[config.mk]
export PLATFORM = sky130hd
export DESIGN_NAME = fsam_mult
export DESIGN_NICKNAME = d
export VERILOG_FILES = /design/src/design/fsam_pkg.sv /design/src/design/fsam_link_if.sv /design/src/design/fsam_mult.sv /design/src/design/fsam_adder.sv /design/src/design/fsam_step_ctr.sv
export SDC_FILE = /design/constraint.sdc
export NUM_CORES = 1
export LEC_CHECK = 0
export ABC_AREA = 1
export BUFFER_PORTS_ARGS = -buffer_cell sky130_fd_sc_hd__buf_4
export CAP_MARGIN = 20
export CORE_MARGIN = 3
export CORE_UTILIZATION = 53
export CTS_CLUSTER_DIAMETER = 120
export DETAILED_ROUTE_END_ITERATION = 6
export PLACE_DENSITY = 0.78
export SLEW_MARGIN = 0
export SYNTH_ARGS = -nofsm -noshare
export SYNTH_HDL_FRONTEND = slang
export SYNTH_SLANG_ARGS = --single-unit
[constraint.sdc]
create_clock -name clk -period 3.5 [get_ports clk]
set_clock_uncertainty 0.15 [all_clocks]
set_input_delay 0.35 -clock clk [delete_from_list [all_inputs] [get_ports clk]]
set_output_delay 0.35 -clock clk [all_outputs]
set_load 0.02 [all_outputs]
[src/design/fsam_pkg.sv]
// constants shared by the fraction shift-and-add multiplier
// assumes a single clock domain and a synchronous active-low reset
package fsam_pkg;

    // ----------------------------------------------------------------
    // word layout
    // ----------------------------------------------------------------
    localparam int          WORD_W     = 40;
    localparam int          FRAC_W     = 39;
    localparam int          SIGN_POS   = 39;
    localparam int          STEP_W     = 6;

    // ----------------------------------------------------------------
    // step counts
    // ----------------------------------------------------------------
    localparam logic [5:0]  FRAC_STEPS = 6'h27;
    localparam logic [5:0]  LAST_FRAC  = 6'h26;
    localparam logic [5:0]  ALL_STEPS  = 6'h28;

    // ----------------------------------------------------------------
    // reset values
    // ----------------------------------------------------------------
    localparam logic [39:0] WORD_RST   = 40'h00_0000_0000;
    localparam logic [38:0] FRAC_RST   = 39'h00_0000_0000;
    localparam logic [5:0]  COUNT_RST  = 6'h00;

    typedef enum logic [1:0] {
        FSAM_IDLE,
        FSAM_FRAC,
        FSAM_CORR
    } fsam_state_t;

endpackage

[src/design/fsam_link_if.sv]
// interfaces joining the multiplier core to its adder and step counter
// assumes all parties run on the same clock
`timescale 1ns/1ps
`default_nettype none
interface fsam_add_if;
    logic [39:0] a;
    logic [39:0] b;
    logic        invert_b;
    logic [39:0] sum;
    modport user (output a, output b, output invert_b, input sum);
    modport unit (input a, input b, input invert_b, output sum);
endinterface

interface fsam_ctr_if;
    logic       clear;
    logic       advance;
    logic [5:0] count;
    logic       last_frac;
    modport user (output clear, output advance, input count, input last_frac);
    modport unit (input clear, input advance, output count, output last_frac);
endinterface
`default_nettype wire

[src/design/fsam_mult.sv]
// sequential shift-and-add multiplier for 40-bit two's-complement fractions
// assumes the controller holds operands steady in the start cycle
`timescale 1ns/1ps
`default_nettype none

// Notes on behaviour
// - operands are sign plus 39 fraction bits; product is sign plus 78 bits
// - every word is a fraction with the point right of the sign bit
// - multiplier bits are examined one per step from the least significant
// - a one bit adds the multiplicand, then sum and multiplier shift right
// - a zero bit adds nothing; product and multiplier only shift right
// - forty steps: thirty-nine fraction steps then one correction step
// - final step adds the multiplicand complement when the multiplier is negative
// - the partial product starts at zero and stays zero until a first one
// - from the first one until the correction step the product sign copies the multiplicand sign
// - additions are modulo two; carry out of the sign is dropped
// - with rounding, bit 39 is set and lower bits dropped after step forty
// - rounding ignores bits from the rounding position on, then sets it
// - the complement is every bit inverted plus one at the lowest place
module fsam_mult
    import fsam_pkg::*;
(
    input  wire logic        clk,
    input  wire logic        reset_n,
    input  wire logic        start,
    input  wire logic        round_en,
    input  wire logic [39:0] multiplicand,
    input  wire logic [39:0] multiplier,
    output var  logic        busy,
    output var  logic        done,
    output var  logic        corrected,
    output var  logic        rounded,
    output var  logic [39:0] product_hi,
    output var  logic [38:0] product_lo
);
    // ----------------------------------------------------------------
    // state
    // ----------------------------------------------------------------
    fsam_state_t state;
    fsam_state_t next_state;
    logic [39:0] mcand;
    logic        mplier_sign;
    logic        round_req;
    logic        seen_one;

    // ----------------------------------------------------------------
    // step datapath wires
    // ----------------------------------------------------------------
    logic        take_start;
    logic        bit_now;
    logic        seen_now;
    logic        step_sign;
    logic [39:0] twice_p;
    logic [39:0] corr_p;
    logic [39:0] next_hi;
    logic [38:0] next_lo;

    fsam_add_if add_bus ();
    fsam_ctr_if ctr_bus ();

    fsam_adder u_adder (
        .add (add_bus.unit)
    );

    fsam_step_ctr u_ctr (
        .clk     (clk),
        .reset_n (reset_n),
        .ctr     (ctr_bus.unit)
    );

    // ----------------------------------------------------------------
    // request acceptance
    // ----------------------------------------------------------------
    assign take_start = start && (state == FSAM_IDLE);

    // ----------------------------------------------------------------
    // adder operands
    // ----------------------------------------------------------------
    always_comb begin
        add_bus.a        = product_hi;
        add_bus.b        = mcand;
        add_bus.invert_b = 1'b0;
        if (state == FSAM_CORR) begin
            add_bus.invert_b = 1'b1;
        end
    end

    // ----------------------------------------------------------------
    // step counter control
    // ----------------------------------------------------------------
    always_comb begin
        ctr_bus.clear   = take_start;
        ctr_bus.advance = (state == FSAM_FRAC);
    end

    // ----------------------------------------------------------------
    // sequencing
    // ----------------------------------------------------------------
    always_comb begin
        next_state = state;
        unique case (state)
            FSAM_IDLE: begin
                if (take_start) begin
                    next_state = FSAM_FRAC;
                end
            end
            FSAM_FRAC: begin
                if (ctr_bus.last_frac) begin
                    next_state = FSAM_CORR;
                end
            end
            FSAM_CORR: begin
                next_state = FSAM_IDLE;
            end
        endcase
    end

    always_ff @(posedge clk) begin
        if (!reset_n) begin
            state <= FSAM_IDLE;
        end else begin
            state <= next_state;
        end
    end

    // ----------------------------------------------------------------
    // fraction step
    // ----------------------------------------------------------------
    // the doubled sum keeps its mod-2 top bit as the new half bit;
    // only the sign of the shifted word is taken from the multiplicand
    always_comb begin
        bit_now   = product_lo[0];
        seen_now  = seen_one | bit_now;
        twice_p   = product_hi;
        if (bit_now) begin
            twice_p = add_bus.sum;
        end
        step_sign = twice_p[SIGN_POS];
        if (seen_now) begin
            step_sign = mcand[SIGN_POS];
        end
    end

    // ----------------------------------------------------------------
    // correction and rounding step
    // ----------------------------------------------------------------
    always_comb begin
        corr_p = product_hi;
        if (mplier_sign) begin
            corr_p = add_bus.sum;
        end
    end

    // ----------------------------------------------------------------
    // next product words
    // ----------------------------------------------------------------
    always_comb begin
        next_hi = product_hi;
        next_lo = product_lo;
        unique case (state)
            FSAM_IDLE: begin
                if (take_start) begin
                    next_hi = WORD_RST;
                    next_lo = multiplier[FRAC_W-1:0];
                end
            end
            FSAM_FRAC: begin
                next_hi = {step_sign, twice_p[WORD_W-1:1]};
                next_lo = {twice_p[0], product_lo[FRAC_W-1:1]};
            end
            FSAM_CORR: begin
                next_hi = corr_p;
                if (round_req) begin
                    next_hi = {corr_p[WORD_W-1:1], 1'b1};
                    next_lo = FRAC_RST;
                end
            end
        endcase
    end

    // ----------------------------------------------------------------
    // product registers
    // ----------------------------------------------------------------
    always_ff @(posedge clk) begin
        if (!reset_n) begin
            product_hi <= WORD_RST;
            product_lo <= FRAC_RST;
        end else begin
            product_hi <= next_hi;
            product_lo <= next_lo;
        end
    end

    // ----------------------------------------------------------------
    // operand capture
    // ----------------------------------------------------------------
    always_ff @(posedge clk) begin
        if (!reset_n) begin
            mcand       <= WORD_RST;
            mplier_sign <= 1'b0;
            round_req   <= 1'b0;
        end else if (take_start) begin
            mcand       <= multiplicand;
            mplier_sign <= multiplier[SIGN_POS];
            round_req   <= round_en;
        end
    end

    // ----------------------------------------------------------------
    // first-one tracking
    // ----------------------------------------------------------------
    always_ff @(posedge clk) begin
        if (!reset_n) begin
            seen_one <= 1'b0;
        end else if (take_start) begin
            seen_one <= 1'b0;
        end else if (state == FSAM_FRAC) begin
            seen_one <= seen_now;
        end
    end

    // ----------------------------------------------------------------
    // status
    // ----------------------------------------------------------------
    always_ff @(posedge clk) begin
        if (!reset_n) begin
            busy <= 1'b0;
        end else if (take_start) begin
            busy <= 1'b1;
        end else if (state == FSAM_CORR) begin
            busy <= 1'b0;
        end
    end

    always_ff @(posedge clk) begin
        if (!reset_n) begin
            done <= 1'b0;
        end else if (take_start) begin
            done <= 1'b0;
        end else if (state == FSAM_CORR) begin
            done <= 1'b1;
        end
    end

    always_ff @(posedge clk) begin
        if (!reset_n) begin
            corrected <= 1'b0;
            rounded   <= 1'b0;
        end else if (take_start) begin
            corrected <= 1'b0;
            rounded   <= 1'b0;
        end else if (state == FSAM_CORR) begin
            corrected <= mplier_sign;
            rounded   <= round_req;
        end
    end
endmodule
`default_nettype wire

[src/design/fsam_adder.sv]
// forty-bit modulo-2 adder with optional complement of the b operand
// assumes a purely combinational use inside the multiplier core
`timescale 1ns/1ps
`default_nettype none
module fsam_adder
    import fsam_pkg::*;
(
    fsam_add_if.unit add
);
    logic [39:0] b_eff;

    // ----------------------------------------------------------------
    // reflect and add one for the complement, carry out dropped
    // ----------------------------------------------------------------
    assign b_eff   = add.invert_b ? ~add.b : add.b;
    assign add.sum = add.a + b_eff + {39'h0, add.invert_b};
endmodule
`default_nettype wire

[src/design/fsam_step_ctr.sv]
// step counter for the multiplier sequence
// assumes clear and advance come from logic on the same clock
`timescale 1ns/1ps
`default_nettype none
module fsam_step_ctr
    import fsam_pkg::*;
(
    input  wire logic clk,
    input  wire logic reset_n,
    fsam_ctr_if.unit  ctr
);
    // ----------------------------------------------------------------
    // count of fractional steps done
    // ----------------------------------------------------------------
    always_ff @(posedge clk) begin
        if (!reset_n) begin
            ctr.count <= COUNT_RST;
        end else if (ctr.clear) begin
            ctr.count <= COUNT_RST;
        end else if (ctr.advance) begin
            ctr.count <= ctr.count + 6'h01;
        end
    end

    assign ctr.last_frac = (ctr.count == LAST_FRAC);
endmodule
`default_nettype wire

**Yosys cells after proc, flatten, opt, wreduce, memory -nomap -nowiden**

Cells that the tools add are included.

- Muxes and demuxes: 16
- Bitwise logic cells: 3
- Add/subtract/negate cells: 3
- Reduce and logical (&&, ||, !) cells: 7
- Equal/unequal tests: 7

Operators with widths:

| operator | count |
|---|---|
| $mux 40 | 4 |
| $pmux 40 s3 | 1 |
| $pmux 39 s3 | 1 |
| $mux 39 | 2 |
| $add 40x1->40 | 1 |
| $add 40x40->40 | 1 |
| $not 40->40 | 1 |
| $add 6x1->6 const B | 1 |
| $eq 6x6->1 const B | 1 |
| $pmux 2 s3 | 1 |
| $reduce_and 2->1 | 3 |
| $mux 1 | 5 |
| $mux 2 | 2 |
| $ne 2x2->1 const B | 2 |
| $ne 3x3->1 const B | 1 |
| $eq 2x1->1 const B | 1 |
| $eq 2x2->1 const B | 1 |
| $logic_not 2->1 | 1 |
| $ne 2x1->1 const B | 1 |
| $reduce_bool 2->1 | 1 |
| $reduce_or 2->1 | 1 |
| $logic_and 1x1->1 | 1 |
| $not 1->1 | 1 |
| $or 1x1->1 | 1 |

- Register bits after elaboration: 134
- Word-level logic and storage cells: 49
- Output and inout port bits: 83
- Input bits: 84

**Longest topological paths before layout**

- Word-level depth: 8
- Depth in mapped cells: 22

**By module**

From an unflattened synthesis, not the netlist that was laid out.

- Cells, all modules: 1557
- Area, all modules: 9461.6 µm²

Modules (own cells, without submodules):

| module | area each (µm²) | sequential area each (µm²) | cells each | instances |
|---|---|---|---|---|
| fsam_mult | 5756.8 | 2562.5 | 845 | 1 |
| fsam_adder | 3423.3 | 0.0 | 674 | 1 |
| fsam_step_ctr | 281.5 | 120.1 | 38 | 1 |

**Worst setup path before layout**

Ideal clock, no wire load.

- Kind: reg-to-reg
- From: register state[0]
- To: register product_hi[9]
- Clock period less this slack: 2973 ps
- Arrival: 2691 ps
- Cell stages (with the launch flop): 18
- Setup slack: 527 ps
- Library setup time: 132 ps
- Path buffers: 2
- Cell sequence: dfxtp_1 > inv_1 > ha_1 > buf_4 > clkbuf_1 > xor2_1 > fa_1 > nand3_1 > nand3_2 > nand2_1 > nand2_1 > a21oi_1 > xor2_1 > nand2_1 > nand2_1 > o21ai_0 > nand2_1 > a21oi_1

- Longest elaborated chain between the ends: 7

RTL lines:

| element | line | RTL |
|---|---|---|
| start: declaration | fsam_mult.sv:39 | `fsam_state_t state;` |
| start signal: assignment | fsam_mult.sv:122 | `state <= next_state;` |
| $eq 2x2->1 | fsam_mult.sv:83, fsam_mult.sv:160 |  |
| $mux 1 | fsam_mult.sv:83 | `if (state == FSAM_CORR) begin` |
| $mux 40 | fsam_adder.sv:15 | `assign b_eff = add.invert_b ? ~add.b : add.b;` |
| $add 40x40->40 | fsam_adder.sv:16 | `assign add.sum = add.a + b_eff + {39'h0, add.invert_b};` |
| $add 40x1->40 | fsam_adder.sv:16 |  |
| $mux 40, on equally long branches | fsam_mult.sv:149, fsam_mult.sv:135 |  |
| $pmux 40 s3 | fsam_mult.sv:160 | `unique case (state)` |
| end signal: assignment | fsam_mult.sv:189 | `product_hi <= next_hi;` |
| end: declaration | fsam_mult.sv:33 | `output var logic [39:0] product_hi,` |

Parallel ways exist; a longest one is shown, timed or not. The select of a mux whose other input is x is not followed.
A chain may end at the register's enable or synchronous reset.

**Worst setup path in the final report**

- From: register state[0]
- To: register product_hi[37]

Same word-level chain as after synthesis.

==> metrics <==
status complete, no violations; worst hold-check path type in -> reg; XOR/XNOR share of the synthesized area 4.973%; Worst Path Required roughly 3.6 ns; worst rel slew slack about half; syn_nets between 1500 and 2000; Setup CP Type reg -> reg; Global Route met1 Usage 42.18%; Initial Util between 50% and 60%; largest net degree at the start of global routing 48; Max Cap Violations 0; clock sinks approximately 130; period utilisation layout roughly 94%; Tot GR Track Use 30.95%; EDFF count, synth 0; largest family of logic cells by synthesized area simple AND/OR/NAND/NOR gates; GRT overflow 0; Core Box Area 17420 um^2; share of post-route cells with drive strength above 1 14.67%; Slew Limit Fails 0; RSZ-0062 raised after global routing no; Die X around 140 um; Synth Instances about 1600; Bufs and invs on worst path 2; Post-synth ARST share 0%; Total Wirelength roughly 31 mm; Synth Warn # 0; Clock power frac slightly above 20%; #FFs+latches synth about 130; P_leak 5.803 nW; Most used DFF post-synth dfxtp_1; Antenna Diode Count 0; Achievable Freq between 300 and 400 MHz; DRT iter0 DRCs between 700 and 800; area of the die between 15000 and 20000 um^2; dpl cells between 1500 and 2000; Cell Int Power between 4 and 5 mW; maximum VDD drop roughly 0.57 mV; post-synthesis mux area share 0%; CP Max Fanout 14; synth-to-layout area growth 21.97%; CTS tree built; DRT Pass-1 Iters 5; worst skew pair latency around 0.43 ns; HPWL Detailed roughly 23 mm; Sequential Power Share approximately 26%; post-synthesis compound-gate area fraction between 15 and 20%; CP Cell Sequence inv_1 -> ha_4 -> buf_4 -> xor2_1 -> fa_1 -> nand3_1 -> nand3_2 -> nand2_1 -> nand2_1 -> nand2_1 -> nand3_1 -> nand2_1 -> nand2_1 -> nand2_1 -> nand3_1 -> nand2_1 -> nand2_1 -> nand2_1 -> a21oi_1; Final Non-Filler Cells approximately 2000; clock slew at reported path FFs 0.06 ns; M2 GR Usage between 40% and 50%; crit-path max cell delay around 0.51 ns; Worst Slack Setup Final roughly 0.23 ns; pwr dens between 700 and 800 nW/um^2; adder-cell area share of the yosys netlist 5.868%; WHS 0.02154 ns; switching power between 4 and 5 mW; height of the die 140.0 um; Critical Path Start Type flip-flop; GP Congestion between 1 and 1.5; via count between 10000 and 15000; antenna violations before repair 0; vias in the first global route ~10000; Post-DRT Antenna Nets 0; Crit. End Element flip-flop; Net Sw Frac between 40% and 50%; Final nets approximately 1800; crit-path most repeated cell nand2_1; routed len/inst between 15 and 20 um; Yosys cell types 42; drt drc 0; row count 48; worst slew pin tran between 0.7 and 0.8 ns; CTS root buf clkbuf_16; CTS Buf Count 17; Comb power frac 53.8%; crit path max-delay cell type fa_1; GRT busiest layer met2; met3 Use GR 7.170%; first-pass GRT wire length roughly 50 mm; endpoints failing hold 0; dpl ws around 0.26 ns; endpoints failing setup 0; Sum Neg Setup Slack 0 ns; Final min period ~3.3 ns; hold_buf cts 0; Mapped Avg Cell Area between 6 and 7 um^2; clock buffer depth 2; via-per-instance ratio about 5.4; htree depth 4; Seq/Total Area, Yosys between 20% and 30%; Worst Path Arrival 3.41 ns; count of input and output buffers 166; Cell Area, Synth roughly 9500 um^2; Top delay family on crit path simple AND/OR/NAND/NOR gates; post-synthesis simple-gate area fraction roughly 34%; I/O pin count between 150 and 200
logic make-up (layout without fill, tap and decap cells):
logic type / after synthesis / after routing
adder cells (fa/ha/maj): 44 / 44
AND/OR/NAND/NOR: 805 / 805
AO/OA/AOI/OAI: 309 / 309
buffers and inverters: 231 / 385
XOR/XNOR: 54 / 54
flip-flops: 134 / 134
placed cells by master (no fill, tap or decap), types with 42 or more instances in the layout:
| cell | n |
|---|---|
| o21ai_0 | 87 |
| xor2_1 | 44 |
| buf_4 | 191 |
| dfxtp_1 | 133 |
| inv_1 | 155 |
| nor2_1 | 206 |
| a21oi_1 | 163 |
| nand3_1 | 53 |
| nand2_1 | 503 |
| ha_1 | 42 |
cell usage after synthesis (2+ instances only):
cell type	instances	share of area, %
nand3_1	53	2.8
o2bb2ai_1	2	0.18
nand2_2	6	0.39
buf_4	2	0.16
nor2_1	207	8.2
inv_2	3	0.12
nand4_1	12	0.79
and2_1	2	0.13
ha_1	43	5.7
a21o_1	2	0.16
nand3_2	3	0.32
dfxtp_1	134	28
inv_1	155	6.1
xor2_1	45	4.1
o21bai_1	2	0.16
nand2_1	503	20
buf_2	16	0.84
a21oi_1	163	8.6
o21ai_0	87	4.6
a21oi_2	2	0.18
nor2_2	6	0.39
or2_2	2	0.13
nor3_1	5	0.26
a211oi_1	38	3.0
o21ai_1	3	0.16
clkbuf_1	45	1.8
o22ai_1	6	0.39
xnor2_1	9	0.83
buf_1	8	0.32
final timing paths:
path                        start        endpoint  slack [ns]  cells after the start
hold / removal    multiplicand[6]    add_bus.b[6]        0.02                      3
setup reg to reg         state[0]  product_hi[37]        0.23                     19
setup / recovery         state[0]  product_hi[37]        0.23                     19
hold reg to reg              busy            busy        0.33                      2
registers in the layout, summed over array words and instances (netlist names), 2 cells and up:
register         count
add_bus.b           40
product_hi          40
product_lo          39
u_ctr.ctr.count      6
state                2
power by group through the flow:
stage | registers [mW] | logic, mW | clock network, mW
after global placement | 2.29 | 4.65 | 0
after floorplan | 2.50 | 3.05 | 0
final | 2.28 | 4.82 | 1.85
after CTS | 2.28 | 4.75 | 1.87
after global routing | 2.33 | 5.36 | 1.94
after detailed placement | 2.30 | 4.71 | 0
what timing repair did:
| action | CTS | global route |
|---|---|---|
| endpoints found under the setup margin | 0 | 4 |
| resized for setup | 0 | 1 |
| buffers inserted | 0 | 8 |
cell type report:
cell class,count,area (um^2)
Multi-Input combinational cell,1212,5948
Clock buffer,18,429.2
Tap cell,225,281.5
Inverter,159,596.8
Clock inverter,14,166.4
Fill cell,1643,5817
Timing Repair Buffer,194,1494
Sequential cell,134,2684
layer usage:
layer  vias up  part of all wire [%]  wire length [um]
met2       357                    46             14100
met5         -                     0                 0
met3        29                   7.6              2335
li1       5323                     -                 -
met4         0                   1.2               357
met1      4814                    45             13850
per-stage QoR:
step / power [mW] / instance area (um^2) / utilization, %
finish: 8.960 / 11600 / 66.60
global route: 9.628 / 11600 / 66.60
CTS: 8.892 / 11530 / 66.21
detailed placement: 7.010 / 10940 / 62.79
global placement: 6.945 / 10940 / 62.79
floorplan: 5.557 / 9510 / -
worst reg2reg max path, cell delays in order (launching register included):
cell and delay (ns):
dfxtp_1 0.35, inv_1 0.10, ha_4 0.25, buf_4 0.17, xor2_1 0.18, fa_1 0.51, nand3_1 0.12, nand3_2 0.15
nand2_1 0.10, nand2_1 0.15, nand2_1 0.17, nand3_1 0.14, nand2_1 0.17, nand2_1 0.07, nand2_1 0.08, nand3_1 0.06
nand2_1 0.08, nand2_1 0.04, nand2_1 0.05, a21oi_1 0.06
No activity file was read; power rests on OpenSTA's default activity.
